**src/core/svof_params.svh**
```systemverilog
`ifndef SVOF_PARAMS_SVH
`define SVOF_PARAMS_SVH

// ****************************************
// pixel clip limits and black levels
// ****************************************
`define SVOF_PIX_MIN10 10'h001
`define SVOF_PIX_MAX10 10'h3fe
`define SVOF_PIX_MIN8 8'h01
`define SVOF_PIX_MAX8 8'hfe
`define SVOF_BLACK10 10'h040
`define SVOF_BLACK8 8'h10

// ****************************************
// embedded sequence bytes and line codes
// ****************************************
`define SVOF_ESC_BYTE 8'hff
`define SVOF_SYNC_BYTE 8'h00
`define SVOF_EOL_TAIL 8'hff
`define SVOF_CODE_EOL 3'h0
`define SVOF_CODE_BK 3'h2

// ****************************************
// line average windows and buffering
// ****************************************
`define SVOF_AVG_FULL 11'h100
`define SVOF_AVG_QTR 11'h080
`define SVOF_FIFO_WIDTH 11
`define SVOF_FIFO_DEPTH 32

`endif

```
**src/core/svof_pkg.sv**
```systemverilog
package svof_pkg;

  typedef enum logic [1:0]
  {
    SVOF_W4,
    SVOF_W5,
    SVOF_W8
  } svof_mode_t;

  typedef enum logic [2:0]
  {
    SEQ_IDLE,
    SEQ_ESC_B,
    SEQ_SYNC,
    SEQ_CMD,
    SEQ_SUP_HI,
    SEQ_SUP_LO
  } svof_seq_t;

endpackage : svof_pkg

```
**src/core/svof_formatter.sv**
```systemverilog
`timescale 1ns/100ps
`include "svof_params.svh"

// Behaviour
// bus words leave on the rising edge of core_clk
// pixels clipped to 1..1022 (10-bit) or 1..254 (8-bit)
// black level is 64 in 10-bit and 16 in 8-bit output
// 5-wire mode sends each 10-bit word as two 5-bit nibbles, high first
// 8-bit quantities in 10-bit mode get two zero low bits
// 8-wire mode sends one whole byte per clock
// 8-wire mode turns both strobe pins into data bits
// 4-wire mode sends each byte as two 4-bit nibbles, high first
// 8-bit pixels and averages use the top eight of ten bits
// narrow modes use the lowest data wires
// control sequences are interleaved with pixels on one bus
// timing references are field, line, end codes and a line count
// each control sequence is six bytes long
// command byte coded so single-bit errors can be corrected
// host drops sync on double-bit errors or two ends without start
// host drops sync on early end-of-field or non-sequential lines
// host discards the rest of the field after losing sync
// sequence opens with two all-ones words then an all-zero word
// the sync word is always followed directly by a command byte
// command byte is three code bits, four parity bits, one fixed one
// line-start tail carries 12-bit line number as two parity halves
// end-of-line tail is the middle-pixel average then all ones
// bus driven only while video output is enabled
// line count steps per line and restarts every field
module svof_formatter
  import svof_pkg::*;
(
  input  wire logic       core_clk,
  input  wire logic       rst,
  input  wire logic       videoEn,
  input  wire svof_mode_t outMode,
  input  wire logic       quarterFmt,
  input  wire logic [9:0] lineWidth,
  input  wire logic       inValid,
  input  wire logic       inIsCtl,
  input  wire logic [9:0] inData,
  output logic            inReady,
  input  wire logic [5:0] videoDataIn,
  output logic      [5:0] videoDataOut,
  output logic            videoDataOe,
  output logic            fieldStartStrobe,
  output logic            lineStartStrobe
);

  localparam logic [9:0] ESC10  = {`SVOF_ESC_BYTE, 2'b00};
  localparam logic [9:0] SYNC10 = {`SVOF_SYNC_BYTE, 2'b00};

  // ****************************************
  // input buffer
  // ****************************************
  logic        fValid;
  logic [10:0] fData;
  logic        fReady;

  svof_fifo #(
    .WIDTH (`SVOF_FIFO_WIDTH),
    .DEPTH (`SVOF_FIFO_DEPTH)
  ) u_fifo (
    .core_clk (core_clk),
    .rst      (rst),
    .inValid  (inValid),
    .inData   ({inIsCtl, inData}),
    .inReady  (inReady),
    .outValid (fValid),
    .outData  (fData),
    .outReady (fReady)
  );

  // ****************************************
  // word sequencing state
  // ****************************************
  svof_seq_t   state_q;
  svof_seq_t   state_d;
  logic [9:0]  curWord_q;
  logic [9:0]  nextWord;
  logic        curValid_q;
  logic        nextValid;
  logic        curIsPix_q;
  logic        curIsCmd_q;
  logic        beat_q;
  logic        lastBeat;
  logic        advance;
  logic        popPix;
  logic        popCtl;
  logic        mode10;
  logic [2:0]  code_q;
  logic [11:0] lineCnt_q;
  logic        codeIsEol;
  logic        codeIsSof;
  logic        newIsEol;
  logic        newIsSof;
  logic [7:0]  cmdByte;
  logic [7:0]  numHiByte;
  logic [7:0]  numLoByte;

  assign mode10    = (outMode == SVOF_W5);
  assign lastBeat  = (outMode != SVOF_W8);
  // a stalled enable freezes the stream mid-word rather than dropping it
  assign advance   = videoEn && (!curValid_q || (beat_q == lastBeat));
  assign fReady    = advance && (state_q == SEQ_IDLE);
  assign popPix    = fReady && fValid && !fData[10];
  assign popCtl    = fReady && fValid && fData[10];
  assign codeIsEol = (code_q == `SVOF_CODE_EOL);
  assign codeIsSof = code_q[2] && !code_q[0] && !code_q[1] ? 1'b1
                   : (code_q[2] && code_q[1] && !code_q[0]);
  assign newIsEol  = (fData[2:0] == `SVOF_CODE_EOL);
  assign newIsSof  = fData[2] && !fData[0];

  svof_code_enc u_enc (
    .lineCode  (code_q),
    .lineNum   (lineCnt_q),
    .cmdByte   (cmdByte),
    .numHiByte (numHiByte),
    .numLoByte (numLoByte)
  );

  // ****************************************
  // pixel clipping
  // ****************************************
  logic [9:0] pixWord;
  logic [7:0] pix8;

  always_comb
  begin
    pix8 = fData[9:2];
    if (mode10)
    begin
      if (code_q == `SVOF_CODE_BK)
        pixWord = `SVOF_BLACK10;
      else if (fData[9:0] == 10'h000)
        pixWord = `SVOF_PIX_MIN10;
      else if (fData[9:0] == 10'h3ff)
        pixWord = `SVOF_PIX_MAX10;
      else
        pixWord = fData[9:0];
    end
    else
    begin
      if (code_q == `SVOF_CODE_BK)
        pix8 = `SVOF_BLACK8;
      else if (pix8 == 8'h00)
        pix8 = `SVOF_PIX_MIN8;
      else if (pix8 == 8'hff)
        pix8 = `SVOF_PIX_MAX8;
      pixWord = {pix8, 2'b00};
    end
  end

  // ****************************************
  // line average over the middle pixels
  // ****************************************
  logic [9:0]  pixIdx_q;
  logic [17:0] sum_q;
  logic [10:0] winLen;
  logic [10:0] winStart;
  logic        inWin;
  logic [9:0]  avg10;

  assign winLen   = quarterFmt ? `SVOF_AVG_QTR : `SVOF_AVG_FULL;
  // short lines fall back to a window starting at pixel zero
  assign winStart = ({1'b0, lineWidth} > winLen)
                  ? 11'(({1'b0, lineWidth} - winLen) >> 1) : 11'h000;
  assign inWin    = ({1'b0, pixIdx_q} >= winStart)
                 && ({1'b0, pixIdx_q} < 11'(winStart + winLen));
  assign avg10    = quarterFmt ? sum_q[16:7] : sum_q[17:8];

  always_ff @(posedge core_clk)
  begin
    if (rst)
    begin
      pixIdx_q <= '0;
      sum_q    <= '0;
    end
    else if (popCtl && !newIsEol)
    begin
      pixIdx_q <= '0;
      sum_q    <= '0;
    end
    else if (popPix)
    begin
      pixIdx_q <= pixIdx_q + 1'b1;
      if (inWin)
        sum_q <= sum_q + 18'(fData[9:0]);
    end
  end

  // ****************************************
  // line code and line counter
  // ****************************************
  always_ff @(posedge core_clk)
  begin
    if (rst)
    begin
      code_q    <= `SVOF_CODE_EOL;
      lineCnt_q <= '0;
    end
    else if (popCtl)
    begin
      code_q <= fData[2:0];
      if (newIsSof)
        lineCnt_q <= '0;
      else if (!newIsEol)
        lineCnt_q <= lineCnt_q + 1'b1;
    end
  end

  // ****************************************
  // next word selection
  // ****************************************
  always_comb
  begin
    state_d   = state_q;
    nextWord  = '0;
    nextValid = 1'b1;
    unique case (state_q)
      SEQ_IDLE:
      begin
        if (!fValid)
          nextValid = 1'b0;
        else if (fData[10])
        begin
          nextWord = ESC10;
          state_d  = SEQ_ESC_B;
        end
        else
          nextWord = pixWord;
      end
      SEQ_ESC_B:
      begin
        nextWord = ESC10;
        state_d  = SEQ_SYNC;
      end
      SEQ_SYNC:
      begin
        nextWord = SYNC10;
        state_d  = SEQ_CMD;
      end
      SEQ_CMD:
      begin
        nextWord = {cmdByte, 2'b00};
        state_d  = SEQ_SUP_HI;
      end
      SEQ_SUP_HI:
      begin
        nextWord = codeIsEol ? {avg10[9:2], 2'b00}
                             : {numHiByte, 2'b00};
        state_d  = SEQ_SUP_LO;
      end
      SEQ_SUP_LO:
      begin
        nextWord = codeIsEol ? {`SVOF_EOL_TAIL, 2'b00}
                             : {numLoByte, 2'b00};
        state_d  = SEQ_IDLE;
      end
      default:
      begin
        nextValid = 1'b0;
        state_d   = SEQ_IDLE;
      end
    endcase
  end

  always_ff @(posedge core_clk)
  begin
    if (rst)
    begin
      state_q    <= SEQ_IDLE;
      curWord_q  <= '0;
      curValid_q <= 1'b0;
      curIsPix_q <= 1'b0;
      curIsCmd_q <= 1'b0;
      beat_q     <= 1'b0;
    end
    else if (advance)
    begin
      state_q    <= state_d;
      curWord_q  <= nextWord;
      curValid_q <= nextValid;
      curIsPix_q <= popPix;
      curIsCmd_q <= (state_q == SEQ_CMD);
      beat_q     <= 1'b0;
    end
    else if (videoEn && curValid_q)
      beat_q <= 1'b1;
  end

  // ****************************************
  // pin drive
  // ****************************************
  always_ff @(posedge core_clk)
  begin
    if (rst)
      videoDataOe <= 1'b0;
    else
      videoDataOe <= videoEn;
  end

  // idle slots put zero on the wires; a lone zero cannot fake a sequence
  always_ff @(posedge core_clk)
  begin
    if (rst)
    begin
      videoDataOut     <= '0;
      fieldStartStrobe <= 1'b0;
      lineStartStrobe  <= 1'b0;
    end
    else
    begin
      fieldStartStrobe <= curIsCmd_q && codeIsSof;
      lineStartStrobe  <= curIsCmd_q && !codeIsEol;
      if (!curValid_q)
        videoDataOut <= '0;
      else
      begin
        unique case (outMode)
          SVOF_W5:
            videoDataOut <= {1'b0, beat_q ? curWord_q[4:0] : curWord_q[9:5]};
          SVOF_W4:
            videoDataOut <= {2'b00, beat_q ? curWord_q[5:2] : curWord_q[9:6]};
          default:
          begin
            videoDataOut     <= curWord_q[7:2];
            fieldStartStrobe <= curWord_q[9];
            lineStartStrobe  <= curWord_q[8];
          end
        endcase
      end
    end
  end

  // ****************************************
  // checks
  // ****************************************
  logic [9:0] hist1_q;
  logic [9:0] hist2_q;
  logic [9:0] hist3_q;

  always_ff @(posedge core_clk)
  begin
    if (rst)
    begin
      hist1_q <= '0;
      hist2_q <= '0;
      hist3_q <= '0;
    end
    else if (advance && curValid_q)
    begin
      hist1_q <= curWord_q;
      hist2_q <= hist1_q;
      hist3_q <= hist2_q;
    end
  end
endmodule : svof_formatter

```
**src/core/svof_fifo.sv**
```systemverilog
`timescale 1ns/100ps
`include "svof_params.svh"

module svof_fifo
  import svof_pkg::*;
#(
  parameter int WIDTH = `SVOF_FIFO_WIDTH,
  parameter int DEPTH = `SVOF_FIFO_DEPTH
)
(
  input  wire logic             core_clk,
  input  wire logic             rst,
  input  wire logic             inValid,
  input  wire logic [WIDTH-1:0] inData,
  output logic                  inReady,
  output logic                  outValid,
  output logic      [WIDTH-1:0] outData,
  input  wire logic             outReady
);

  localparam int AW = $clog2(DEPTH);

  logic [WIDTH-1:0] mem_q [DEPTH];
  logic [AW-1:0]    wrPtr_q;
  logic [AW-1:0]    rdPtr_q;
  logic [AW:0]      count_q;
  logic [AW:0]      count_d;
  logic             push;
  logic             pop;

  assign push     = inValid && inReady;
  assign pop      = outValid && outReady;
  assign outValid = (count_q != '0);
  assign outData  = mem_q[rdPtr_q];

  always_comb
  begin
    count_d = count_q;
    if (push && !pop)
      count_d = count_q + 1'b1;
    else if (pop && !push)
      count_d = count_q - 1'b1;
  end

  always_ff @(posedge core_clk)
  begin
    if (push)
      mem_q[wrPtr_q] <= inData;
  end

  // ready is registered so it can leave the top straight from a flop
  always_ff @(posedge core_clk)
  begin
    if (rst)
    begin
      wrPtr_q <= '0;
      rdPtr_q <= '0;
      count_q <= '0;
      inReady <= 1'b0;
    end
    else
    begin
      if (push)
        wrPtr_q <= wrPtr_q + 1'b1;
      if (pop)
        rdPtr_q <= rdPtr_q + 1'b1;
      count_q <= count_d;
      inReady <= (count_d != (AW+1)'(DEPTH));
    end
  end

endmodule : svof_fifo

```
**src/core/svof_code_enc.sv**
```systemverilog
`timescale 1ns/100ps

module svof_code_enc
  import svof_pkg::*;
(
  input  wire logic [2:0]  lineCode,
  input  wire logic [11:0] lineNum,
  output logic      [7:0]  cmdByte,
  output logic      [7:0]  numHiByte,
  output logic      [7:0]  numLoByte
);

  // top bit fixed high keeps the command byte away from zero
  assign cmdByte = {1'b1, lineCode,
                    lineCode[1] ^ lineCode[0],
                    lineCode[2] ^ lineCode[0],
                    lineCode[2] ^ lineCode[1],
                    ^lineCode};

  assign numHiByte = {1'b0, lineNum[11:6], ~^lineNum[11:6]};
  assign numLoByte = {1'b0, lineNum[5:0], ~^lineNum[5:0]};

endmodule : svof_code_enc

```
**config.mk**
```make
export PLATFORM = sky130hd
export DESIGN_NAME = svof_formatter
export DESIGN_NICKNAME = d
export VERILOG_FILES = /design/src/core/svof_pkg.sv /design/src/core/svof_formatter.sv /design/src/core/svof_fifo.sv /design/src/core/svof_code_enc.sv
export VERILOG_INCLUDE_DIRS = /design/src /design/src/core
export SDC_FILE = /design/constraint.sdc
export NUM_CORES = 1
export LEC_CHECK = 0
export ABC_CLOCK_PERIOD_IN_PS = 8200
export BUFFER_PORTS_ARGS = -buffer_cell sky130_fd_sc_hd__clkbuf_2
export CORE_UTILIZATION = 65
export DETAILED_ROUTE_END_ITERATION = 12
export PLACE_DENSITY_LB_ADDON = 0.2
export SLEW_MARGIN = 10
export SYNTH_ARGS = -nofsm -noshare
export SYNTH_HDL_FRONTEND = slang
export SYNTH_SLANG_ARGS = --single-unit
```
**constraint.sdc**
```tcl
create_clock -name core_clk -period 8.2 [get_ports core_clk]
set_clock_uncertainty 0.1 [all_clocks]
set_input_delay 1.23 -clock core_clk [delete_from_list [all_inputs] [get_ports core_clk]]
set_output_delay 1.23 -clock core_clk [all_outputs]
set_load 0.03 [all_outputs]
```
==> results of run 1 <==
[worst max path at each step]
stage                  from         to
2_1_floorplan  lineWidth[7]  sum_q[14]
3_3_place_gp     quarterFmt  sum_q[16]
3_5_place_dp     quarterFmt  sum_q[16]
4_1_cts          quarterFmt  sum_q[16]
5_1_grt          quarterFmt  sum_q[14]
6_report         quarterFmt  sum_q[16]
[sequential cells by signal, summed over array words and instances, names as in the netlist, 3 cells and up, named ones only]
| register | cells |
|---|---|
| u_fifo.mem_q | 352 |
| sum_q | 18 |
| lineCnt_q | 12 |
| curWord_q | 10 |
| pixIdx_q | 10 |
| u_fifo.count_q | 6 |
| videoDataOut | 6 |
| u_fifo.rdPtr_q | 5 |
| u_fifo.wrPtr_q | 5 |
| code_q | 3 |
| state_q | 3 |
[per-stage QoR]
stage | setup slack [ns] | utilization [%]
5_1_grt | 2.54 | 74.0
3_3_place_gp | 2.46 | 69.0
3_5_place_dp | 2.32 | 69.0
4_1_cts | 2.89 | 74.0
6_report | 2.91 | 74.1
2_1_floorplan | 3.16 | -
[worst reg2reg max path, delay by kind of cell, from the launching register on]
family,cells,cell delay [ns]
muxes,3,1.32
AOI/OAI and AO/OA,5,1.06
buffers and inverters,2,0.80
DFF,1,0.79
and+or+nand+nor,2,0.73
adders and majority gates,1,0.34
[cells in the final DEF, fill, tap and decap left out, types with 6 or more instances in the layout]
master     netlist  layout
edfxtp_1       352     352
nor2_1         122     121
dfxtp_1         90      86
nand2_1         78      78
mux4_2          68      68
mux2i_1         59      59
a21oi_1         53      53
ha_1            47      47
clkbuf_16        0      46
clkbuf_2         0      37
inv_1           35      35
buf_4            0      34
o21ai_0         31      31
nand3_1         21      21
xnor2_1         21      21
xor2_1          21      21
a211oi_1        19      19
mux2_2          18      18
nand4_1         17      17
a22oi_1         16      16
nor3_1          15      15
mux4_1          13      13
nor2b_1         12      12
nor4_1          12      12
clkbuf_1        37      11
o22ai_1         10      10
a221oi_1        10      10
nand2b_1         9       9
o211ai_1         8       8
or3_1            7       7
clkinv_1         0       7
and2_1           6       6
a31o_2           6       6
[routing by layer]
metal / part of all wire, % / up-vias / wire [um]
met5: 0.031 / - / 13
li1: - / 5229 / -
met2: 49 / 498 / 20700
met1: 39 / 5739 / 16600
met4: 4.8 / 2 / 2030
met3: 7.4 / 115 / 3130
[cell type report]
type / instances / area share (%)
sequential: 442 / 57.6
multi-input combinational: 775 / 30.7
clock buffer: 57 / 5.55
tap: 384 / 2.24
timing repair buffer: 71 / 2.05
clock inverter: 23 / 1.23
inverter: 35 / 0.611
antenna: 1 / 0.0116
[kinds of logic after synthesis]
group / after synthesis
flip-flops: 442
AND/OR/NAND/NOR: 328
AO/OA/AOI/OAI: 195
multiplexers: 159
buffers and inverters: 95
adder cells (fa/ha/maj): 50
XOR/XNOR: 43
[power breakdown]
part	internal (uW)	switching, uW	leakage [uW]
Combinational	388	605	0.00247
Clock	1190	825	0.000698
Sequential	2480	94.3	0.00390
==> impl_metrics.toml, run 1 <==
[die]
die_x_um = 175
die_area_sq_um = 30500
rows = 62
start_util_pct = 66.7
core-area_sq_um = 29000
boundaryPins = 44
die_h_um = 175

[sta]
worst_pin_slew_ns = 1.33
fin_setup_tns_ns = 0
final_max_slew_viol_count = 0
whs_ns = 0.393
period_share_pct = 64.5
setup_violations = 0
hold_viol_final = 0
fin_crit_ns = 5.29
slew_headroom_pct = 11.0
rsz0062_at_grt = "false"
fmax_mhz = 189

[synth]
yosysUniqueCellTypes = 70
yosys.area_share.simple_pct = 8.06
syn_nets = 1396
synthMuxAreaShare_pct = 13.9
synth_edf_count = 352
synthFlopType = "edfxtp_1"
yosys.area_share.adder_pct = 3.35
synth_area_sq_um = 19400
ys_ff_latch = 442
synth-xor-area-share_pct = 2.02
synth_area_leaders = "edfxtp_1, dfxtp_1, mux4_2, mux2i_1, ha_1"
avgSynthCellArea_sq_um = 14.8
yosysWarnings = 0
synthTopCellsByCount = "edfxtp_1, nor2_1, dfxtp_1, nand2_1, mux4_2"
synth-seq-area-share_pct = 63.9
synth_top_family_by_area = "multiplexers"
synth_top_area_cell = "edfxtp_1"
yosysMostFrequentCell = "edfxtp_1"
synthCells = 1312
synth_compound_area_share_pct = 6.72
async_reset_ff_share_pct = 0
synth_top_area_share_pct = 54.6

[worst_setup_path]
worstPathCellList = "clkbuf_2 -> ha_1 -> inv_1 -> fa_1 -> inv_1 -> ha_1 -> a31oi_1 -> nand2_1 -> inv_1 -> ha_1 -> inv_1 -> fa_1 -> xnor2_1 -> ha_1 -> nand2_1 -> a221o_1 -> a31o_2 -> a2bb2oi_1 -> or4_4 -> or4_1 -> a21oi_1"
cp-start-kind = "input pin"
crit_path_max_fanout = 17
cp_slowest_stage_delay_ns = 0.55
cp_data_arrival_time_ns = 5.64
r2r_cells = 13
reg2reg_slack_ns = 2.97
slowest_stage = "or4_4"
worst-setup-path-type = "in2reg"
path_depth = 21
crit_buf_inv = 5
critPathTopFamily = "adder cells"
cp-end-kind = "flop"
cp.required_ns = 8.55
r2r-end = "sum_q[11]"

[routing]
vias = 11600
route.detailed.drc = 0
routed_wl_um = 42500
detail_route.wl_per_cell_um = 23.8
firstDrtPassIters = 5
ant_nets = 0
drt-initial-drc-count = 932
vias_per_cell = 6.48

[cts]
numCtsBuffers = 45
ctsHoldBuffers = 0
clkLatencyLatePin_ns = 0.56
cts_tree = "yes"
clockBufferDepth = 3
clkSinkCount = 442
cts.clk_slew.worst_paths_ns = 0.06
post-cts-setup-buffers = 0
root_buffer = "clkbuf_16"
htree_num_levels = 2
cts_resized = 0

[global_routing]
grt_pass1_wl_um = 65700
gr-total-overflow = 0
grt_max_degree = 49
met2_usage_pct = 47.9
antenna_found_initial = 2
use_met1_pct = 36.9
grt_pass1_vias = 11700
met3_usage_pct = 5.37
busiest_layer = "met2"
grt_util_all_layers_pct = 28.8

[final_layout]
fillers = 1788
multi_input_area_sq_um = 6590
finalNonFillerCells = 1788
fin_nets = 1454
drive_gt1_share_pct = 17.3
synthToLayoutAreaGrowth_pct = 11.0
ff_latch_area_sq_um = 12400
fin_area_sq_um = 21500

[power]
ir_worst_vdd_v = 0.000211
p_total_uw = 5590
p_per_area_nw_per_um2 = 260
leakage_uw = 0.00706

[hold_path]
hold_end = "curWord_q[6]"
worstHoldPathType = "reg2reg"
hold_depth = 2
worstHoldStart = "curWord_q[6]"

[placement]
dp_hpwl_um = 26800
placed_cells = 1707
io_buffers = 37
gp_congestion = 0.880
post_dp_cell_area_sq_um = 20000

[run]
cap_violations = 0

[outcome]
outcome = "complete, no violations"
Note: power is estimated with default switching activity, not from simulation.
==> run 2, diff against run 1 <==
ABC_CLOCK_PERIOD_IN_PS = 5390   (was 8200)
CORE_UTILIZATION = 63   (was 65)
clock period = 5.39 ns   (was 8.2 ns; I/O delays follow)
==> run 2 against run 1 <==
  * Worst hold slack got worse by 0.018 ns
  * Via count rose by 0.79%
  * Wire length rose by 2.5%
  * Non-clock buffer count rose by 21
  * Sequential cell count did not move
  * Critical endpoint is now sum_q[10]
==> impl_metrics.toml, run 2 (synthesized netlist as in run 1, its figures left out) <==
[outcome]
outcome = "complete, no violations"

[placement]
gp_congestion = 0.911
dp_hpwl_um = 28200
io_buffers = 37

[routing]
vias = 11700
detail_route.wl_per_cell_um = 24.0
route.detailed.drc = 0
ant_nets = 0
drt-initial-drc-count = 1102
firstDrtPassIters = 5
routed_wl_um = 43500
vias_per_cell = 6.44

[final_layout]
top_regs = "u_fifo.mem_q (352), sum_q (18), lineCnt_q (12)"
fin_nets = 1474
drive_gt1_share_pct = 18.1
regMostFlops = "u_fifo.mem_q"
largest_reg_flops = 352
mostFrequentLayoutCells = "edfxtp_1, nor2_1, dfxtp_1"
synthToLayoutAreaGrowth_pct = 11.5
layout_commonest_cell = "edfxtp_1"
diodes = 0

[global_routing]
antenna_found_initial = 0
grt_pass1_wl_um = 66400
grt_max_degree = 45
grt_pass1_vias = 11400
grt_util_all_layers_pct = 28.8
gr-total-overflow = 0

[sta]
final_max_slew_viol_count = 0
whs_ns = 0.375
setup_violations = 0
fmax_mhz = 209
period_share_pct = 88.9
hold_viol_final = 0
slew_headroom_pct = 17.1
rsz0062_at_grt = "false"
worst_pin_slew_ns = 1.24
fin_crit_ns = 4.79
fin_setup_tns_ns = 0

[cts]
htree_num_levels = 2
cts_resized = 0
post-cts-setup-buffers = 0
clkLatencyLatePin_ns = 0.56
ctsHoldBuffers = 0
clockBufferDepth = 3
cts.clk_slew.worst_paths_ns = 0.06
numCtsBuffers = 44
root_buffer = "clkbuf_16"
clkSinkCount = 442
cts_tree = "yes"

[worst_setup_path]
crit_path_max_fanout = 19
cp-start-kind = "flop"
cp.required_ns = 5.72
cp_data_arrival_time_ns = 5.12
worst-setup-path-type = "reg2reg"
cp-end-kind = "flop"
r2r_cells = 13

[die]
core-area_sq_um = 30000
start_util_pct = 64.6
die_area_sq_um = 31400
die_x_um = 177
die_h_um = 177
boundaryPins = 44
rows = 63

[run]
cap_violations = 0

[hold_path]
hold_depth = 2
worstHoldPathType = "reg2reg"

[power]
ir_worst_vdd_v = 0.000450
p_per_area_nw_per_um2 = 386
leakage_uw = 0.00713
-- run 2: through the flow --
step	power, uW	instances	setup WS, ns	instance area (sq um)	util, %
CTS	8370	1812	0.565	21600	72.0
finish	8330	1812	0.596	21600	72.0
detailed placement	5510	1734	0.591	20200	67.5
floorplan	5060	1312	0.776	19400	-
global route	8660	1812	0.347	21600	72.0
global placement	5470	1734	0.677	20200	67.5
-- run 2: layer usage --
| metal | part of all wire, % | global-route usage (%) |
|---|---|---|
| met5 | 0 | 0 |
| met4 | 4.1 | 11.9 |
| met3 | 7.1 | 3.98 |
| met2 | 50 | 48.7 |
| met1 | 39 | 37.7 |
-- run 2: cell type report --
| cell class | instances | area (sq um) |
|---|---|---|
| clock inverters | 23 | 218 |
| clock buffers | 55 | 1140 |
| flip-flops and latches | 442 | 12400 |
| multi-input cells | 775 | 6590 |
| repair buffers | 92 | 623 |
| well taps | 390 | 488 |
| inverters | 35 | 131 |
| fillers | 1935 | 8380 |
-- run 2: power by group --
part | switching, uW | internal [uW]
Sequential | 149 | 3780
Combinational | 897 | 628
Clock | 1270 | 1610
Total | 2310 | 6020
-- run 2: final timing paths --
kind                                  from         end  slack, ns
worst max register to register        flop   sum_q[10]       0.60
worst max-delay path                  flop   sum_q[10]       0.60
worst min-delay path            curIsCmd_q  curIsCmd_q       0.37
worst min register to register  curIsCmd_q  curIsCmd_q       0.37
-- run 2: worst max-delay path, stage by stage, from the launching register on --
cell and delay (ns):
dfxtp_2 0.71, buf_4 0.28, mux4_1 0.63, mux4_2 0.54
mux2_2 0.34, ha_1 0.25, fa_1 0.41, a21o_1 0.18
a21oi_1 0.25, o211ai_1 0.18, a31oi_1 0.45, nor4_1 0.12
xnor2_1 0.17, nor2_1 0.05
